[src/shared/rmc_cfg.svh]
// constants of the main configuration register bank
`ifndef RMC_CFG_SVH
`define RMC_CFG_SVH

// ****************************************
// register indices (byte address is 4x)
// ****************************************
`define RMC_NUM_REGS        12
`define RMC_IDX_W           5
`define RMC_IDX_STATE_BAND  5'h00
`define RMC_IDX_DATA_MOD    5'h01
`define RMC_IDX_DEVIATION   5'h02
`define RMC_IDX_COEFF_C     5'h03
`define RMC_IDX_COEFF_D     5'h04
`define RMC_IDX_RAMP_TRIM   5'h05
`define RMC_IDX_SET1_REF    5'h06
`define RMC_IDX_SET1_MAIN   5'h07
`define RMC_IDX_SET1_SWAL   5'h08
`define RMC_IDX_SET2_REF    5'h09
`define RMC_IDX_SET2_MAIN   5'h0A
`define RMC_IDX_SET2_SWAL   5'h0B

// ****************************************
// group boundaries (last index of each)
// ****************************************
`define RMC_GRP_MAIN_LAST   5'h0B
`define RMC_GRP_INTR_LAST   5'h0F
`define RMC_GRP_RECV_LAST   5'h15
`define RMC_GRP_PAT_LAST    5'h19
`define RMC_GRP_XMIT_LAST   5'h1A
`define RMC_GRP_XTAL_LAST   5'h1B
`define RMC_GRP_PKT_LAST    5'h1E

// ****************************************
// field positions
// ****************************************
`define RMC_F_OPSTATE       7:5
`define RMC_F_BAND          4:2
`define RMC_F_QUARTER       1:0
`define RMC_F_DATAMODE      7:6
`define RMC_F_MODSEL        5:4
`define RMC_F_SLICER        3:2
`define RMC_F_IFGAIN        1:0
`define RMC_F_RAMP          7:6
`define RMC_F_LOWPWR        5
`define RMC_F_TRIM          2:1
`define RMC_F_BANKSEL       0
`define RMC_RAMP_TRIM_MASK  8'hE7
`define RMC_COEFF_D_MIN     8'h0F

// ****************************************
// reset values
// ****************************************
`define RMC_RST_STATE_BAND  8'h30
`define RMC_RST_DATA_MOD    8'h24
`define RMC_RST_DEVIATION   8'h00
`define RMC_RST_COEFF_C     8'h07
`define RMC_RST_COEFF_D     8'h0F
`define RMC_RST_RAMP_TRIM   8'hC6
`define RMC_RST_SET1_REF    8'h6B
`define RMC_RST_SET1_MAIN   8'h2A
`define RMC_RST_SET1_SWAL   8'h1E
`define RMC_RST_SET2_REF    8'h77
`define RMC_RST_SET2_MAIN   8'h2F
`define RMC_RST_SET2_SWAL   8'h19

// ****************************************
// ramp times and their cycle counts
// ****************************************
`define RMC_CLK_MHZ         125
`define RMC_RAMP0_NS        3000
`define RMC_RAMP1_NS        8500
`define RMC_RAMP2_NS        15000
`define RMC_RAMP3_NS        23000
`define RMC_NS2CYC(t)       (((t) * `RMC_CLK_MHZ + 999) / 1000)

`endif

[src/shared/rmc_pkg.sv]
// types of the main configuration register bank
`include "rmc_cfg.svh"
package rmc_pkg;

  typedef enum logic [2:0] {
    RMC_OP_SLEEP,
    RMC_OP_STANDBY,
    RMC_OP_SYNTH,
    RMC_OP_RECEIVE,
    RMC_OP_TRANSMIT,
    RMC_OP_UNDEF
  } rmc_op_t;

  typedef enum logic [1:0] {
    RMC_DATA_CONT,
    RMC_DATA_BUFF,
    RMC_DATA_PACKET
  } rmc_data_t;

  typedef enum logic [1:0] {
    RMC_MOD_RESET,
    RMC_MOD_OOK,
    RMC_MOD_FSK,
    RMC_MOD_DIRECT
  } rmc_mod_t;

  typedef enum logic [1:0] {
    RMC_SLC_FIXED,
    RMC_SLC_PEAK,
    RMC_SLC_AVERAGE,
    RMC_SLC_RESERVED
  } rmc_slicer_t;

  typedef enum logic [2:0] {
    RMC_GRP_MAIN,
    RMC_GRP_INTR,
    RMC_GRP_RECV,
    RMC_GRP_PATTERN,
    RMC_GRP_XMIT,
    RMC_GRP_XTAL,
    RMC_GRP_PACKET,
    RMC_GRP_NONE
  } rmc_group_t;

  typedef logic [`RMC_NUM_REGS-1:0][7:0] rmc_regs_t;

  typedef struct packed {
    rmc_op_t     op_state;
    logic [2:0]  band;
    logic [1:0]  quarter;
    rmc_data_t   data_mode;
    rmc_mod_t    modulation;
    rmc_slicer_t slicer;
    logic [1:0]  if_atten;
    logic [7:0]  deviation;
    logic [7:0]  coeff_c;
    logic [7:0]  coeff_d;
    logic        coeff_d_low;
    logic [1:0]  ramp_code;
    logic [11:0] ramp_cycles;
    logic        low_power_rx;
    logic [1:0]  vco_trim;
    logic        bank_choice;
    logic [7:0]  active_ref;
    logic [7:0]  active_main;
    logic [7:0]  active_swallow;
  } rmc_dec_t;

endpackage

[src/shared/rmc_cfg_if.sv]
// carrier between the register bank and its field decoder
`timescale 1ns/1ps
`default_nettype none
interface rmc_cfg_if;
  import rmc_pkg::*;
  rmc_regs_t regs;
  rmc_dec_t  dec;
  modport bank (output regs, input dec);
  modport decoder (input regs, output dec);
endinterface
`default_nettype wire

[src/verilog/rmc_decode.sv]
// field decoder turning raw register bytes into registered settings
`timescale 1ns/1ps
`default_nettype none
`include "rmc_cfg.svh"
module rmc_decode
  import rmc_pkg::*;
(
  input  wire logic clk,
  input  wire logic rst,
  rmc_cfg_if.decoder cfg
);

  rmc_dec_t st_r;
  rmc_dec_t st_nxt;

  localparam logic [11:0] RAMP0_CYC = 12'(`RMC_NS2CYC(`RMC_RAMP0_NS));
  localparam logic [11:0] RAMP1_CYC = 12'(`RMC_NS2CYC(`RMC_RAMP1_NS));
  localparam logic [11:0] RAMP2_CYC = 12'(`RMC_NS2CYC(`RMC_RAMP2_NS));
  localparam logic [11:0] RAMP3_CYC = 12'(`RMC_NS2CYC(`RMC_RAMP3_NS));

  logic [7:0] b0;
  logic [7:0] b1;
  logic [7:0] b5;
  assign b0 = cfg.regs[`RMC_IDX_STATE_BAND];
  assign b1 = cfg.regs[`RMC_IDX_DATA_MOD];
  assign b5 = cfg.regs[`RMC_IDX_RAMP_TRIM];

  always_comb begin
    st_nxt = st_r;
    case (b0[`RMC_F_OPSTATE])
      3'h0:    st_nxt.op_state = RMC_OP_SLEEP;
      3'h1:    st_nxt.op_state = RMC_OP_STANDBY;
      3'h2:    st_nxt.op_state = RMC_OP_SYNTH;
      3'h3:    st_nxt.op_state = RMC_OP_RECEIVE;
      3'h4:    st_nxt.op_state = RMC_OP_TRANSMIT;
      default: st_nxt.op_state = RMC_OP_UNDEF;
    endcase
    st_nxt.band    = b0[`RMC_F_BAND];
    st_nxt.quarter = b0[`RMC_F_QUARTER];
    if (b1[7]) begin
      st_nxt.data_mode = RMC_DATA_PACKET;
    end else if (b1[6]) begin
      st_nxt.data_mode = RMC_DATA_BUFF;
    end else begin
      st_nxt.data_mode = RMC_DATA_CONT;
    end
    st_nxt.modulation  = rmc_mod_t'(b1[`RMC_F_MODSEL]);
    st_nxt.slicer      = rmc_slicer_t'(b1[`RMC_F_SLICER]);
    st_nxt.if_atten    = b1[`RMC_F_IFGAIN];
    st_nxt.deviation   = cfg.regs[`RMC_IDX_DEVIATION];
    st_nxt.coeff_c     = cfg.regs[`RMC_IDX_COEFF_C];
    st_nxt.coeff_d     = cfg.regs[`RMC_IDX_COEFF_D];
    // flags a host slip; the value is kept as written
    st_nxt.coeff_d_low = cfg.regs[`RMC_IDX_COEFF_D] < `RMC_COEFF_D_MIN;
    st_nxt.ramp_code   = b5[`RMC_F_RAMP];
    case (b5[`RMC_F_RAMP])
      2'h0:    st_nxt.ramp_cycles = RAMP0_CYC;
      2'h1:    st_nxt.ramp_cycles = RAMP1_CYC;
      2'h2:    st_nxt.ramp_cycles = RAMP2_CYC;
      default: st_nxt.ramp_cycles = RAMP3_CYC;
    endcase
    st_nxt.low_power_rx = b5[`RMC_F_LOWPWR];
    st_nxt.vco_trim     = b5[`RMC_F_TRIM];
    st_nxt.bank_choice  = b5[`RMC_F_BANKSEL];
    if (b5[`RMC_F_BANKSEL]) begin
      st_nxt.active_ref     = cfg.regs[`RMC_IDX_SET2_REF];
      st_nxt.active_main    = cfg.regs[`RMC_IDX_SET2_MAIN];
      st_nxt.active_swallow = cfg.regs[`RMC_IDX_SET2_SWAL];
    end else begin
      st_nxt.active_ref     = cfg.regs[`RMC_IDX_SET1_REF];
      st_nxt.active_main    = cfg.regs[`RMC_IDX_SET1_MAIN];
      st_nxt.active_swallow = cfg.regs[`RMC_IDX_SET1_SWAL];
    end
  end

  // decoded view of the reset register image
  localparam rmc_dec_t DEC_RST = '{
    op_state:       RMC_OP_STANDBY,
    band:           3'h4,
    quarter:        2'h0,
    data_mode:      RMC_DATA_CONT,
    modulation:     RMC_MOD_FSK,
    slicer:         RMC_SLC_PEAK,
    if_atten:       2'h0,
    deviation:      `RMC_RST_DEVIATION,
    coeff_c:        `RMC_RST_COEFF_C,
    coeff_d:        `RMC_RST_COEFF_D,
    coeff_d_low:    1'b0,
    ramp_code:      2'h3,
    ramp_cycles:    RAMP3_CYC,
    low_power_rx:   1'b0,
    vco_trim:       2'h3,
    bank_choice:    1'b0,
    active_ref:     `RMC_RST_SET1_REF,
    active_main:    `RMC_RST_SET1_MAIN,
    active_swallow: `RMC_RST_SET1_SWAL
  };

  always_ff @(posedge clk) begin
    if (rst) begin
      st_r <= DEC_RST;
    end else begin
      st_r <= st_nxt;
    end
  end

  assign cfg.dec = st_r;
endmodule
`default_nettype wire

[src/verilog/rmc_top.sv]
// main configuration register bank with a classic wishbone slave
// Behaviour
// - state bits 7-5 of reg 0: sleep, standby, synth, receive, transmit
// - band field bits 4-2 of reg 0, six codes, 430-470 default
// - bits 1-0 of reg 0 pick quarter of the band, first default
// - data mode bits 7-6 of reg 1: continuous, buffered, else packet
// - modulation bits 5-4 of reg 1, FSK default, 11 reserved
// - slicer type bits 3-2 of reg 1, peak default, 11 reserved
// - IF gain bits 1-0 of reg 1, zero is maximum gain
// - reg 2 holds full 8-bit FSK deviation
// - reg 3 holds rate coefficient C, any value allowed
// - reg 4 holds coefficient D; host keeps it 15..255; defaults 7,15
// - ramp time bits 7-6 of reg 5, 3 to 23 us, 23 default
// - bit 5 of reg 5 enables low power receive, reset zero
// - VCO trim bits 2-1 of reg 5, reset 11
// - bit 0 of reg 5 selects active counter set, zero default
// - first counter set at regs 6-8, used while select is zero
// - second counter set at regs 9-11, used while select is one
// - space split into main, interrupt, receive, pattern, tx, osc, packet
//
// Chosen here: the Wishbone slave port.
`timescale 1ns/1ps
`default_nettype none
`include "rmc_cfg.svh"
module rmc_top
  import rmc_pkg::*;
#(
  parameter int AW = 8
) (
  input  wire logic        clk,
  input  wire logic        rst,
  input  wire logic        wb_cyc_i,
  input  wire logic        wb_stb_i,
  input  wire logic        wb_we_i,
  input  wire logic [AW-1:0] wb_adr_i,
  input  wire logic [3:0]  wb_sel_i,
  input  wire logic [31:0] wb_dat_i,
  output logic [31:0]      wb_dat_o,
  output logic             wb_ack_o,
  output rmc_group_t       access_group,
  output rmc_op_t          op_state,
  output logic [2:0]       band,
  output logic [1:0]       quarter,
  output rmc_data_t        data_mode,
  output rmc_mod_t         modulation,
  output rmc_slicer_t      slicer,
  output logic [1:0]       if_atten,
  output logic [7:0]       deviation,
  output logic [7:0]       coeff_c,
  output logic [7:0]       coeff_d,
  output logic             coeff_d_low,
  output logic [1:0]       ramp_code,
  output logic [11:0]      ramp_cycles,
  output logic             low_power_rx,
  output logic [1:0]       vco_trim,
  output logic             bank_choice,
  output logic [7:0]       active_ref,
  output logic [7:0]       active_main,
  output logic [7:0]       active_swallow
);

  // ****************************************
  // state
  // ****************************************
  typedef struct packed {
    logic        ack;
    logic [7:0]  dat;
    rmc_group_t  grp;
    rmc_regs_t   regs;
  } rmc_bank_t;

  localparam rmc_regs_t REGS_RST = {
    `RMC_RST_SET2_SWAL,
    `RMC_RST_SET2_MAIN,
    `RMC_RST_SET2_REF,
    `RMC_RST_SET1_SWAL,
    `RMC_RST_SET1_MAIN,
    `RMC_RST_SET1_REF,
    `RMC_RST_RAMP_TRIM,
    `RMC_RST_COEFF_D,
    `RMC_RST_COEFF_C,
    `RMC_RST_DEVIATION,
    `RMC_RST_DATA_MOD,
    `RMC_RST_STATE_BAND
  };

  localparam rmc_bank_t BANK_RST = '{
    ack:  1'b0,
    dat:  8'h00,
    grp:  RMC_GRP_NONE,
    regs: REGS_RST
  };

  rmc_bank_t st_r;
  rmc_bank_t st_nxt;

  rmc_cfg_if cfg ();

  // ****************************************
  // address decoding
  // ****************************************
  // the bank answers every address; only main group bytes hold storage,
  // the other groups live in sibling blocks and read zero here
  function automatic rmc_group_t group_of(
    input logic [AW-1:0] adr
  );
    logic [`RMC_IDX_W-1:0] idx;
    idx = adr[6:2];
    if (adr[AW-1:7] != '0) begin
      group_of = RMC_GRP_NONE;
    end else if (idx <= `RMC_GRP_MAIN_LAST) begin
      group_of = RMC_GRP_MAIN;
    end else if (idx <= `RMC_GRP_INTR_LAST) begin
      group_of = RMC_GRP_INTR;
    end else if (idx <= `RMC_GRP_RECV_LAST) begin
      group_of = RMC_GRP_RECV;
    end else if (idx <= `RMC_GRP_PAT_LAST) begin
      group_of = RMC_GRP_PATTERN;
    end else if (idx <= `RMC_GRP_XMIT_LAST) begin
      group_of = RMC_GRP_XMIT;
    end else if (idx <= `RMC_GRP_XTAL_LAST) begin
      group_of = RMC_GRP_XTAL;
    end else if (idx <= `RMC_GRP_PKT_LAST) begin
      group_of = RMC_GRP_PACKET;
    end else begin
      group_of = RMC_GRP_NONE;
    end
  endfunction

  // bits 4-3 of the ramp register are unassigned and read zero
  function automatic logic [7:0] write_mask(
    input logic [`RMC_IDX_W-1:0] idx
  );
    if (idx == `RMC_IDX_RAMP_TRIM) begin
      write_mask = `RMC_RAMP_TRIM_MASK;
    end else begin
      write_mask = 8'hFF;
    end
  endfunction

  logic                  req;
  logic [`RMC_IDX_W-1:0] idx;
  rmc_group_t            grp;
  logic                  commit;

  assign req    = wb_cyc_i && wb_stb_i;
  assign idx    = wb_adr_i[6:2];
  assign grp    = group_of(wb_adr_i);
  // writes land on the edge where the master sees ack, not earlier
  assign commit = req && st_r.ack && wb_we_i && wb_sel_i[0] &&
                  grp == RMC_GRP_MAIN;

  // ****************************************
  // next state
  // ****************************************
  always_comb begin
    st_nxt = st_r;
    st_nxt.ack = req && !st_r.ack;
    if (req && !st_r.ack) begin
      st_nxt.grp = grp;
      if (grp == RMC_GRP_MAIN) begin
        st_nxt.dat = st_r.regs[idx];
      end else begin
        st_nxt.dat = 8'h00;
      end
    end
    if (commit) begin
      st_nxt.regs[idx] = wb_dat_i[7:0] & write_mask(idx);
      if (idx == `RMC_IDX_DEVIATION || idx == `RMC_IDX_COEFF_C) begin
        st_nxt.regs[idx] = wb_dat_i[7:0];
      end
    end
  end

  always_ff @(posedge clk) begin
    if (rst) begin
      st_r <= BANK_RST;
    end else begin
      st_r <= st_nxt;
    end
  end

  // ****************************************
  // outputs
  // ****************************************
  assign cfg.regs     = st_r.regs;
  assign wb_ack_o     = st_r.ack;
  assign wb_dat_o     = {24'h000000, st_r.dat};
  assign access_group = st_r.grp;

  rmc_decode u_decode (
    .clk (clk),
    .rst (rst),
    .cfg (cfg)
  );

  assign op_state       = cfg.dec.op_state;
  assign band           = cfg.dec.band;
  assign quarter        = cfg.dec.quarter;
  assign data_mode      = cfg.dec.data_mode;
  assign modulation     = cfg.dec.modulation;
  assign slicer         = cfg.dec.slicer;
  assign if_atten       = cfg.dec.if_atten;
  assign deviation      = cfg.dec.deviation;
  assign coeff_c        = cfg.dec.coeff_c;
  assign coeff_d        = cfg.dec.coeff_d;
  assign coeff_d_low    = cfg.dec.coeff_d_low;
  assign ramp_code      = cfg.dec.ramp_code;
  assign ramp_cycles    = cfg.dec.ramp_cycles;
  assign low_power_rx   = cfg.dec.low_power_rx;
  assign vco_trim       = cfg.dec.vco_trim;
  assign bank_choice    = cfg.dec.bank_choice;
  assign active_ref     = cfg.dec.active_ref;
  assign active_main    = cfg.dec.active_main;
  assign active_swallow = cfg.dec.active_swallow;
endmodule
`default_nettype wire

[config.mk]
export PLATFORM = sky130hd
export DESIGN_NAME = rmc_top
export DESIGN_NICKNAME = d
export VERILOG_FILES = /design/src/shared/rmc_pkg.sv /design/src/shared/rmc_cfg_if.sv /design/src/verilog/rmc_decode.sv /design/src/verilog/rmc_top.sv
export VERILOG_INCLUDE_DIRS = /design/src /design/src/shared
export SDC_FILE = /design/constraint.sdc
export NUM_CORES = 1
export LEC_CHECK = 0
export BUFFER_PORTS_ARGS = -buffer_cell sky130_fd_sc_hd__buf_2
export CAP_MARGIN = 5
export CELL_PAD_IN_SITES_DETAIL_PLACEMENT = 1
export CELL_PAD_IN_SITES_GLOBAL_PLACEMENT = 2
export CORE_UTILIZATION = 35
export CTS_BUF_LIST = sky130_fd_sc_hd__clkbuf_8
export CTS_CLUSTER_DIAMETER = 40
export CTS_CLUSTER_SIZE = 12
export DETAILED_ROUTE_END_ITERATION = 16
export PLACE_DENSITY = 0.93
export SYNTH_ARGS = -nofsm -noshare
export SYNTH_HDL_FRONTEND = slang
export SYNTH_SLANG_ARGS = --single-unit
[constraint.sdc]
create_clock -name clk -period 2.1 [get_ports clk]
set_clock_uncertainty 0.2 [all_clocks]
set_input_delay 0 -clock clk [delete_from_list [all_inputs] [get_ports clk]]
set_output_delay 0 -clock clk [all_outputs]
set_load 0.1 [all_outputs]
### After elaboration in Yosys (flattened, before gate mapping)

Cells that the tools add are included.
W data, S select, Z words.

| cells by class | value |
|---|---|
| add/subtract/negate cells | 0 |
| multipliers | 0 |
| div/mod/pow operators | 0 |
| $lt $le $gt $ge | 10 |
| equal/unequal tests | 9 |
| shifts and indexed selects | 0 |
| mux-type cells | 23 |
| bitwise logic cells | 1 |
| reductions and logical operators | 13 |

Operator list:

| cell | count |
|---|---|
| $bwmux W96 | 2 |
| $mux W96 | 1 |
| $pmux W12 S3 | 1 |
| $bmux W8 S4 | 1 |
| $demux W8 S4 | 1 |
| $mux W8 | 4 |
| $le A5 B5 Y1 const B | 5 |
| $mux W24 | 1 |
| $mux W3 | 5 |
| $pmux W3 S5 | 1 |
| $eq A5 B2 Y1 const B | 2 |
| $le A5 B4 Y1 const B | 2 |
| $and A8 B8 Y8 | 1 |
| $lt A8 B4 Y1 const B | 1 |
| $logic_and A1 B1 Y1 | 7 |
| $eq A3 B2 Y1 const B | 2 |
| $logic_not A3 Y1 | 2 |
| $mux W2 | 3 |
| $eq A5 B3 Y1 const B | 1 |
| $ge A5 B1 Y1 const B | 1 |
| $lt A5 B5 Y1 const B | 1 |
| $mux W5 | 1 |
| $eq A3 B1 Y1 const B | 1 |
| $eq A3 B3 Y1 const B | 1 |
| other kinds (7) | 8 |

| storage, ports and cells | value |
|---|---|
| bits in registers | 191 |
| latch bits | 0 |
| memory bits (writable) | 0 |
| memory bits (read-only) | 0 |
| input bits | 49 |
| output and inout port bits | 119 |
| memories kept | 0 |

### Depth between registers and ports, before layout

Gate-level depths: netlist of run 1.

| logic depth | value |
|---|---|
| word-level depth | 16 |
| gate-level depth with buffers | 7 |
| gate-level depth less buffers | 4 |

### Cells and area by module

Synthesis of run 1 repeated with hierarchy kept, for this count alone.

| second synthesis, totals | value |
|---|---|
| cell total of the unflattened synthesis | 717 |
| area total of the unflattened synthesis | 7531.0 µm² |

Modules (own cells, without submodules):

| module | instances | cells an instance | area each (µm²) |
|---|---|---|---|
| rmc_top | 1 | 508 | 5088.6 |
| rmc_decode | 1 | 209 | 2442.3 |

### Worst setup path after synthesis of run 1

OpenSTA, ideal clock, no wires.

| path | value |
|---|---|
| kind | register to register |
| start | register st_r (netlist bit wb_ack_o) |
| end | register st_r (netlist bit wb_dat_o[0]) |
| arrival | 2.025 ns |
| slack | -0.247 ns |
| cell stages (with the launch flop) | 6 |
| buffers on the path | 1 |
| period minus slack after synthesis | 2.347 ns |
| cell sequence | dfxtp_1 > nand3b_4 > nor2_1 > and3_1 > clkbuf_1 > a221o_1 |

| on the way | value |
|---|---|
| cells in the longest elaborated chain, start to end | 2 |

RTL lines:

| element | RTL line | text |
|---|---|---|
| start, declared | rmc_top.sv:94 | `rmc_bank_t st_r;` |
| start signal, assigned | rmc_top.sv:179 | `st_r <= st_nxt;` |
| $logic_not A1 Y1 | rmc_top.sv:159 | `if (req && !st_r.ack) begin` |
| $logic_and A1 B1 Y1 | rmc_top.sv:159 |  |

No other way between the ends.
A chain may end at the register's enable or synchronous reset.

==> impl_metrics.py, run 1 <==
metrics = {
    "place": {
        "gp_congestion": 0.832,
        "placed_cells": 1093,
        "dp_hpwl_mm": 15.7,
        "io_buffer_count": 111,
        "place_ws_ps": 120,
    },
    "drt": {
        "wl_per_cell_um": 19.6,
        "routed_via_density": 5.18,
        "drt_wl_total_mm": 22.5,
        "drt_first_pass_iters": 4,
        "detail-route-antenna-nets": 0,
        "num_vias": 5937,
        "drt_iter0_drc": 442,
        "drc_errors": 0,
    },
    "clock_tree": {
        "cts_buffers": 17,
        "clk_pin_slew_ps": 100,
        "clkSinkCount": 186,
        "clock_path_buffers": 2,
        "cts_htree_levels": 4,
        "cts_root_buffer": "clkbuf_8",
        "cts_setup_buffers": 0,
        "cts_tree": "built",
        "clkLatencyLatePin_ps": 490,
    },
    "timing": {
        "fin_crit_sh_pct": 98.1,
        "finalHoldViolCount": 0,
        "finalSetupViolations": 0,
        "layout_setup_ws_ps": 40.9,
        "rsz0062_at_grt": "false",
        "period_needed_ps": 2060,
        "whs_ps": 175,
        "slew_headroom_pct": 61.7,
        "worst_pin_slew_ps": 573,
        "final.setup.tns_ps": 0,
        "drv_slew": 0,
        "max_freq_mhz": 486,
    },
    "final_layout": {
        "drive_above_1_share_pct": 27.1,
        "num_antenna_cells": 0,
        "fin_nets": 913,
        "instances_no_fill": 1146,
        "synthToLayoutAreaGrowth_pct": 17.7,
    },
    "floorplan": {
        "dieArea_mm2": 0.0225,
        "boundaryPins": 168,
        "core_area_mm2": 0.0212,
        "rows": 53,
        "die_w_um": 150,
        "start_util_pct": 36.1,
        "dieHeight_um": 150,
    },
    "synthesis": {
        "synth_top_area_share_pct": 48.7,
        "synth_seq_cells": 186,
        "synth_ff_type": "dfxtp_1",
        "yosysTopAreaCell": "dfxtp_1",
        "yosysUniqueCellTypes": 56,
        "synthMostInstantiatedCell": "dfxtp_1",
        "syn_inst": 736,
        "ys_warn_count": 0,
        "ys_seq_area_share_pct": 48.7,
        "synth-edff-count": 0,
        "async_flop_share_pct": 0,
        "synth_area_per_cell_um2": 10.4,
        "synth_area_mm2": 0.00765,
        "ys_top_cells_by_area": "dfxtp_1, mux2i_1, mux4_2, buf_4, nor2_1",
        "synthTopCellsByCount": "dfxtp_1, mux2i_1, nor2_1, nand2_1, nand3_1",
    },
    "worst_setup_path": {
        "critPathLaunchType": "primary input",
        "critPathMaxFanout": 15,
        "arrival_ps": 2220,
        "r2r-start": "wb_ack_o$_SDFF_PP0_",
        "critPathSlowestCell": "dlygate4sd3_1",
        "crit_chain": "dlygate4sd3_1, buf_2, and2_1, nand4_2, o21ai_0, a21oi_1",
        "critPathTopFamily": "buffers and inverters",
        "startpoint": "wb_adr_i[3]",
        "path_buf_inv": 2,
        "max_stage_delay_ps": 520,
        "worstSetupPathType": "in -> reg",
        "crit_required_ps": 2260,
        "worst_setup_path_end_kind": "register",
    },
    "power": {
        "vdd_drop_max_v": 0.000248,
        "p_leak_uw": 0.00386,
        "p_per_area_mw_per_mm2": 719,
        "p_total_uw": 6470,
    },
    "global_route": {
        "grt-ovfl-total": 0,
        "grt_max_degree": 68,
        "grt_pass1_vias": 6070,
        "grt_usage_pct": 20.3,
        "grt_pass1_wl_mm": 34.1,
        "antenna_found_initial": 0,
    },
    "run_status": {
        "outcome": "complete, no violations",
    },
    "worst_hold_path": {
        "hp-start": "wb_dat_i[3]",
        "min_path_type": "in -> reg",
    },
    "run": {
        "drv_cap": 0,
    },
}
-- layout by cell type, fill, tap and decap left out, drive strengths merged, types with 5 or more instances in the layout --
cell type / instances
nand2: 51
a21oi: 30
nor2: 62
clkinv: 7
o21ai: 40
clkbuf: 17
dlygate4sd3: 20
nor3: 5
buf: 146
nand3: 42
mux2i: 76
ha: 6
a221o: 7
or2: 14
nor2b: 36
inv: 12
o211ai: 8
nand4: 8
dfxtp: 186
mux4: 22
conb: 27
-- stage by stage --
step	area, um2	util [%]
floorplan	7750	-
global placement	8410	39.6
detailed placement	8410	39.6
CTS	8980	42.3
global route	9000	42.4
finish	9000	42.4
-- report_power, final --
part           switching, uW  internal, uW
sequential              4.03          3530
combinational            510           154
clock                   1410           862
-- path summary, 6_finish.rpt --
kind / end / slack [ps] / depth (start not counted)
max: register / 40 / 6
min: register / 170 / 4
max reg2reg: wb_dat_o[5]$_SDFFE_PP0P_ / 230 / 5
min reg2reg: u_decode.cfg.dec[80]$_SDFF_PP1_ / 280 / 2
-- area by class of cell --
type,count,area [um2]
clock buffers,17,234
inverters,5,18.8
flip-flops and latches,186,3720
well taps,275,344
multi-input cells,482,3480
clock inverters,15,131
fillers,2422,12200
repair buffers,166,1070
-- worst min-delay path: cells and delay by family --
kind / cells / cell delay (ps)
AOI/OAI and AO/OA: 1 / 60
and+or+nand+nor: 1 / 70
buffers and inverters: 2 / 680
-- logic make-up after synthesis --
kind of cell	count (synthesis)	share of synthesized area, %
adders and majority gates	6	0.981
and+or+nand+nor	240	17.3
DFF	186	48.7
AOI/OAI and AO/OA	106	8.50
other	2	0.0982
muxes	102	17.0
buffers and inverters	94	7.41
-- repair_timing --
| action | 4_1_cts | 5_1_grt |
|---|---|---|
| hold buffers | 20 | 0 |
| endpoints found under the setup margin | 0 | 6 |
| gates resized for setup | 0 | 2 |
| endpoints found under the hold margin | 167 | 0 |
-- metal layers --
| layer | vias up | routed length (um) | track usage, % |
|---|---|---|---|
| li1 | 2766 | - | - |
| met1 | 2923 | 9470 | 25.6 |
| met2 | 203 | 11000 | 34.3 |
| met3 | 45 | 1340 | 3.32 |
| met4 | 0 | 685 | 8.03 |
| met5 | - | 0 | 0 |
Power figures use the tool's default switching activity.
==> run 2: changes to the inputs <==
MAX_ROUTING_LAYER = met4   (was not set)
==> run 2 against run 1 <==
  * Global-route usage grew 0.60 points
  * Power is essentially flat
  * First-iteration DRC count shrank 9.5%
  * Wire length grew 0.49%
  * Critical path type unchanged
  * Via count grew 0.37%
  * Sequential cell count is the same
  * Highest routed layer unchanged
==> impl_metrics.py, run 2 (synthesis results as in run 1) <==
metrics = {
    "run_status": {
        "outcome": "complete, no violations",
    },
    "final_layout": {
        "fin_nets": 913,
        "fillers": 2422,
        "final_cell_mix": "dfxtp_1, buf_2, mux2i_1",
        "drive_above_1_share_pct": 27.1,
        "num_antenna_cells": 0,
        "final_common_cell": "dfxtp_1",
        "fin_area_mm2": 0.00900,
        "synthToLayoutAreaGrowth_pct": 17.7,
        "fin_util_pct": 42.4,
    },
    "drt": {
        "drt_wl_total_mm": 22.6,
        "drt_iter0_drc": 400,
        "detail-route-antenna-nets": 0,
        "num_vias": 5959,
        "routed_via_density": 5.20,
        "drc_errors": 0,
        "drt_first_pass_iters": 4,
        "wl_per_cell_um": 19.7,
    },
    "clock_tree": {
        "cts_root_buffer": "clkbuf_8",
        "clkLatencyLatePin_ps": 490,
        "clkSinkCount": 186,
        "clock_path_buffers": 2,
        "clk_pin_slew_ps": 100,
        "cts_htree_levels": 4,
        "cts_tree": "built",
        "cts_buffers": 17,
    },
    "place": {
        "io_buffer_count": 111,
        "placed_area_mm2": 0.00841,
        "dp_hpwl_mm": 15.7,
        "gp_congestion": 0.845,
    },
    "worst_setup_path": {
        "max_stage_delay_ps": 520,
        "critPathMaxFanout": 15,
        "arrival_ps": 2240,
        "crit_chain": "dlygate4sd3_1, buf_2, and2_1, nand4_2, o21ai_0, a21oi_1",
        "critPathSlowestCell": "dlygate4sd3_1",
        "crit_required_ps": 2260,
        "critPathLaunchType": "primary input",
        "critPathTopFamily": "buffers and inverters",
        "path_buf_inv": 2,
        "rrSetupSlack_ps": 230,
        "worstSetupPathType": "in -> reg",
        "worst_setup_path_end_kind": "register",
    },
    "power": {
        "vdd_drop_max_v": 0.000249,
        "p_sw_share_pct": 29.8,
        "p_clk_share_pct": 35.1,
        "netSwitchingPower_uw": 1930,
        "cell_internal_pwr_uw": 4550,
        "power_frac_comb_pct": 10.3,
        "p_per_area_mw_per_mm2": 719,
        "p_seq_share_pct": 54.6,
        "p_leak_uw": 0.00386,
    },
    "floorplan": {
        "boundaryPins": 168,
        "rows": 53,
        "start_util_pct": 36.1,
        "core_area_mm2": 0.0212,
        "die_w_um": 150,
        "dieArea_mm2": 0.0225,
        "dieHeight_um": 150,
    },
    "run": {
        "drv_cap": 0,
    },
    "global_route": {
        "grt_pass1_vias": 6069,
        "grt_max_degree": 68,
        "antenna_found_initial": 0,
        "grt-ovfl-total": 0,
        "grt_pass1_wl_mm": 34.1,
        "grt_usage_pct": 20.9,
    },
    "timing": {
        "final.setup.tns_ps": 0,
        "period_needed_ps": 2080,
        "worst_pin_slew_ps": 580,
        "drv_slew": 0,
        "rsz0062_at_grt": "false",
        "finalSetupViolations": 0,
        "slew_headroom_pct": 61.3,
        "fin_crit_sh_pct": 99.1,
        "max_freq_mhz": 481,
        "finalHoldViolCount": 0,
    },
    "worst_hold_path": {
        "min_path_type": "in -> reg",
    },
}
## run 2: cell type report
class	count	area, um2	share of cell area, %
Inverter	5	18.8	0.208
Clock inverter	15	131	1.46
Clock buffer	17	234	2.60
Timing Repair Buffer	166	1070	11.9
Sequential cell	186	3720	41.4
Tap cell	275	344	3.82
Multi-Input combinational cell	482	3480	38.7
## run 2: power groups by stage
| stage | clock network [uW] | registers (uW) | logic, uW |
|---|---|---|---|
| finish | 2270 | 3540 | 666 |
| global route | 2460 | 3540 | 692 |
| CTS | 2330 | 3540 | 656 |
| detailed placement | 0 | 3620 | 625 |
| global placement | 0 | 3620 | 621 |
| floorplan | 0 | 3660 | 485 |
## run 2: layer usage
metal  up-vias  GRT usage, %  part of all wire (%)
met4         0          8.03                   2.6
met1      2971          25.7                    44
li1       2763             -                     -
met2       187          34.4                    49
met5         -             -                     0
met3        38          3.20                   4.3
## run 2: metrics by stage
step	cells	power, uW	hold slack, ps	setup WS, ps
after floorplan	761	4150	-56.1	138
final	1146	6470	178	18.8
after CTS	1145	6520	158	83.3
after global placement	1093	4240	106	210
after global routing	1146	6680	172	16.5
after detailed placement	1093	4240	114	120
## run 2: final timing paths
kind,start,end,cells past startpoint
worst max-delay path,wb_adr_i[3],register,6
worst min-delay path,wb_dat_i[3],register,4
worst max register to register,wb_ack_o$_SDFF_PP0_,wb_dat_o[5]$_SDFFE_PP0P_,5
worst min register to register,register,u_decode.cfg.dec[80]$_SDFF_PP1_,2
## run 2: timing repair
item / 4_1_cts / 5_1_grt
endpoints found under the setup margin: 0 / 6
gates resized for setup: 0 / 2
hold endpoints to repair: 167 / 0
buffers inserted: 0 / 0
hold buffers: 20 / 0
## run 2: tightest hold or removal path, cell delays in order
cell and delay (ps):
dlygate4sd3_1 530, buf_2 150, nand3_1 70, a21oi_1 60
==> run 3: changes to the inputs <==
ABC_AREA = 1   (was not set)
CORE_UTILIZATION = 31   (was 35)
==> run 3 against run 2 <==
  * Area after synthesis shrank 0.95%
  * Non-clock buffer count shrank 20
  * Sequential power is essentially flat
  * Worst setup slack gained 210 ps
  * Sequential cell count is the same
  * Global-route usage shrank 0.65 points
  * Fmax grew 11%
  * Highest routed layer unchanged
==> impl_metrics.py, run 3 <==
metrics = {
    "clock_tree": {
        "cts_setup_buffers": 0,
        "cts_tree": "built",
        "clkLatencyLatePin_ps": 460,
        "cts_hold_buf": 14,
        "cts_buffers": 17,
        "clk_pin_slew_ps": 90,
        "clkSinkCount": 186,
        "clock_path_buffers": 2,
        "cts.repair.resized": 0,
        "cts_root_buffer": "clkbuf_8",
        "cts_htree_levels": 4,
    },
    "timing": {
        "rsz0062_at_grt": "false",
        "whs_ps": 38.7,
        "fin_crit_sh_pct": 88.9,
        "slew_headroom_pct": 66.0,
        "period_needed_ps": 1870,
        "drv_slew": 0,
        "worst_pin_slew_ps": 509,
        "layout_setup_ws_ps": 233,
        "finalHoldViolCount": 0,
        "max_freq_mhz": 536,
        "finalSetupViolations": 0,
        "final.setup.tns_ps": 0,
    },
    "synthesis": {
        "yosysUniqueCellTypes": 30,
        "ys_warn_count": 0,
        "yosysTopAreaCell": "dfxtp_1",
        "synth_seq_cells": 186,
        "synth_area_mm2": 0.00758,
        "syn_inst": 1042,
        "synth-edff-count": 0,
        "synthMostInstantiatedCell": "nand2_1",
        "synthTopCellsByCount": "nand2_1, dfxtp_1, nor2_1, inv_1, o21ai_0",
        "synth_area_per_cell_um2": 7.27,
        "ys_top_cells_by_area": "dfxtp_1, nand2_1, nor2_1, o21ai_0, a21oi_1",
        "synth_ff_type": "dfxtp_1",
        "ys_seq_area_share_pct": 49.1,
        "async_flop_share_pct": 0,
        "synth_top_area_share_pct": 49.1,
    },
    "run_status": {
        "outcome": "complete, no violations",
    },
    "worst_setup_path": {
        "worstSetupPathType": "reg -> reg",
        "arrival_ps": 2010,
        "worst_setup_path_end_kind": "register",
        "critPathSlowestCell": "dfxtp_2",
        "critPathTopFamily": "simple AND/OR/NAND/NOR gates",
        "path_buf_inv": 1,
        "crit_chain": "nand3_1, nor3_4, buf_12, nand3_2, o21ai_0, a21oi_1",
        "critPathLaunchType": "register",
        "max_stage_delay_ps": 350,
        "crit_required_ps": 2240,
        "critPathMaxFanout": 16,
    },
    "global_route": {
        "use_met2_pct": 32.4,
        "top_usage_layer": "met2",
        "antenna_found_initial": 0,
        "grt_pass1_wl_mm": 37.3,
        "grt-ovfl-total": 0,
        "grt_usage_pct": 20.2,
        "grt_pass1_vias": 6746,
        "met1_usage_pct": 26.2,
        "grt_max_degree": 74,
        "use_met3_pct": 2.64,
    },
    "floorplan": {
        "dieArea_mm2": 0.0251,
        "rows": 56,
        "core_area_mm2": 0.0238,
        "boundaryPins": 168,
        "dieHeight_um": 158,
        "die_w_um": 158,
        "start_util_pct": 31.9,
    },
    "power": {
        "p_per_area_mw_per_mm2": 755,
        "p_leak_uw": 0.00424,
        "vdd_drop_max_v": 0.000413,
    },
    "final_layout": {
        "synthToLayoutAreaGrowth_pct": 17.6,
        "fin_nets": 1203,
        "final_common_cell": "nand2_1",
        "fin_area_mm2": 0.00891,
        "instances_no_fill": 1477,
        "drive_above_1_share_pct": 15.9,
        "final_cell_mix": "nand2_1, dfxtp_1, buf_2",
        "num_antenna_cells": 0,
    },
    "drt": {
        "wl_per_cell_um": 16.0,
        "drt_iter0_drc": 401,
        "drt_first_pass_iters": 4,
        "detail-route-antenna-nets": 0,
        "routed_via_density": 4.65,
        "drt_wl_total_mm": 23.6,
        "num_vias": 6875,
        "drc_errors": 0,
    },
    "place": {
        "placed_cells": 1434,
        "dp_hpwl_mm": 16.4,
        "placed_area_mm2": 0.00837,
        "gp_congestion": 0.930,
        "io_buffer_count": 111,
        "place_ws_ps": 258,
    },
    "run": {
        "drv_cap": 0,
    },
    "worst_hold_path": {
        "min_path_type": "in -> reg",
    },
}
-- run 3: cell count changes after synthesis, sizes merged, moves of 14 or more --
cell and delta:
mux4 -22, o21ai +39, nand2 +276, mux2i -76, nor2 +45, inv +90, or2 -14, a21oi +37
nor2b -36
-- run 3: per-layer routing --
metal	vias up	part of all wire, %
met3	25	3.6
li1	3422	-
met5	-	0
met1	3260	48
met2	168	47
met4	0	1.8
-- run 3: worst register-to-register path, stage by stage (launching register included) --
cell and delay, ps:
dfxtp_2 350, nand3_1 160, nor3_4 260, buf_12 200
nand3_2 270, o21ai_0 260, a21oi_1 60
-- run 3: worst paths after layout --
| kind | from | endpoint | slack (ps) | cells after the start |
|---|---|---|---|---|
| max | wb_ack_o$_SDFF_PP0_ | register | 230 | 6 |
| min reg2reg | register | u_decode.cfg.dec[81]$_SDFF_PP0_ | 230 | 1 |
| max reg2reg | wb_ack_o$_SDFF_PP0_ | register | 230 | 6 |
| min | wb_adr_i[2] | cfg.regs[83]$_SDFFE_PP1P_ | 40 | 5 |
-- run 3: final cells by class --
type | count | area [um2]
Clock buffer | 20 | 275
Clock inverter | 9 | 126
Fill cell | 2974 | 14800
Inverter | 97 | 364
Multi-Input combinational cell | 700 | 3120
Sequential cell | 186 | 3720
Tap cell | 319 | 399
Timing Repair Buffer | 146 | 903
-- run 3: kinds of logic (layout without fill, tap and decap cells) --
logic type | count (synthesis) | in the layout | synth area share (%)
buffers and inverters | 181 | 272 | 11.0
DFF | 186 | 186 | 49.1
and+or+nand+nor | 498 | 498 | 26.8
AOI/OAI and AO/OA | 169 | 169 | 12.0
adders and majority gates | 6 | 6 | 0.991
other | 2 | 27 | 0.0991
-- run 3: per-stage QoR --
step / utilization, % / power [uW]
after detailed placement: 35.2 / 4290
after floorplan: - / 4160
after global routing: 37.5 / 6980
after CTS: 37.5 / 6800
final: 37.5 / 6730
after global placement: 35.2 / 4280
-- run 3: where the power goes --
part | internal (uW) | switching (uW)
Sequential | 3530 | 3.31
Clock | 1250 | 1260
Combinational | 130 | 562
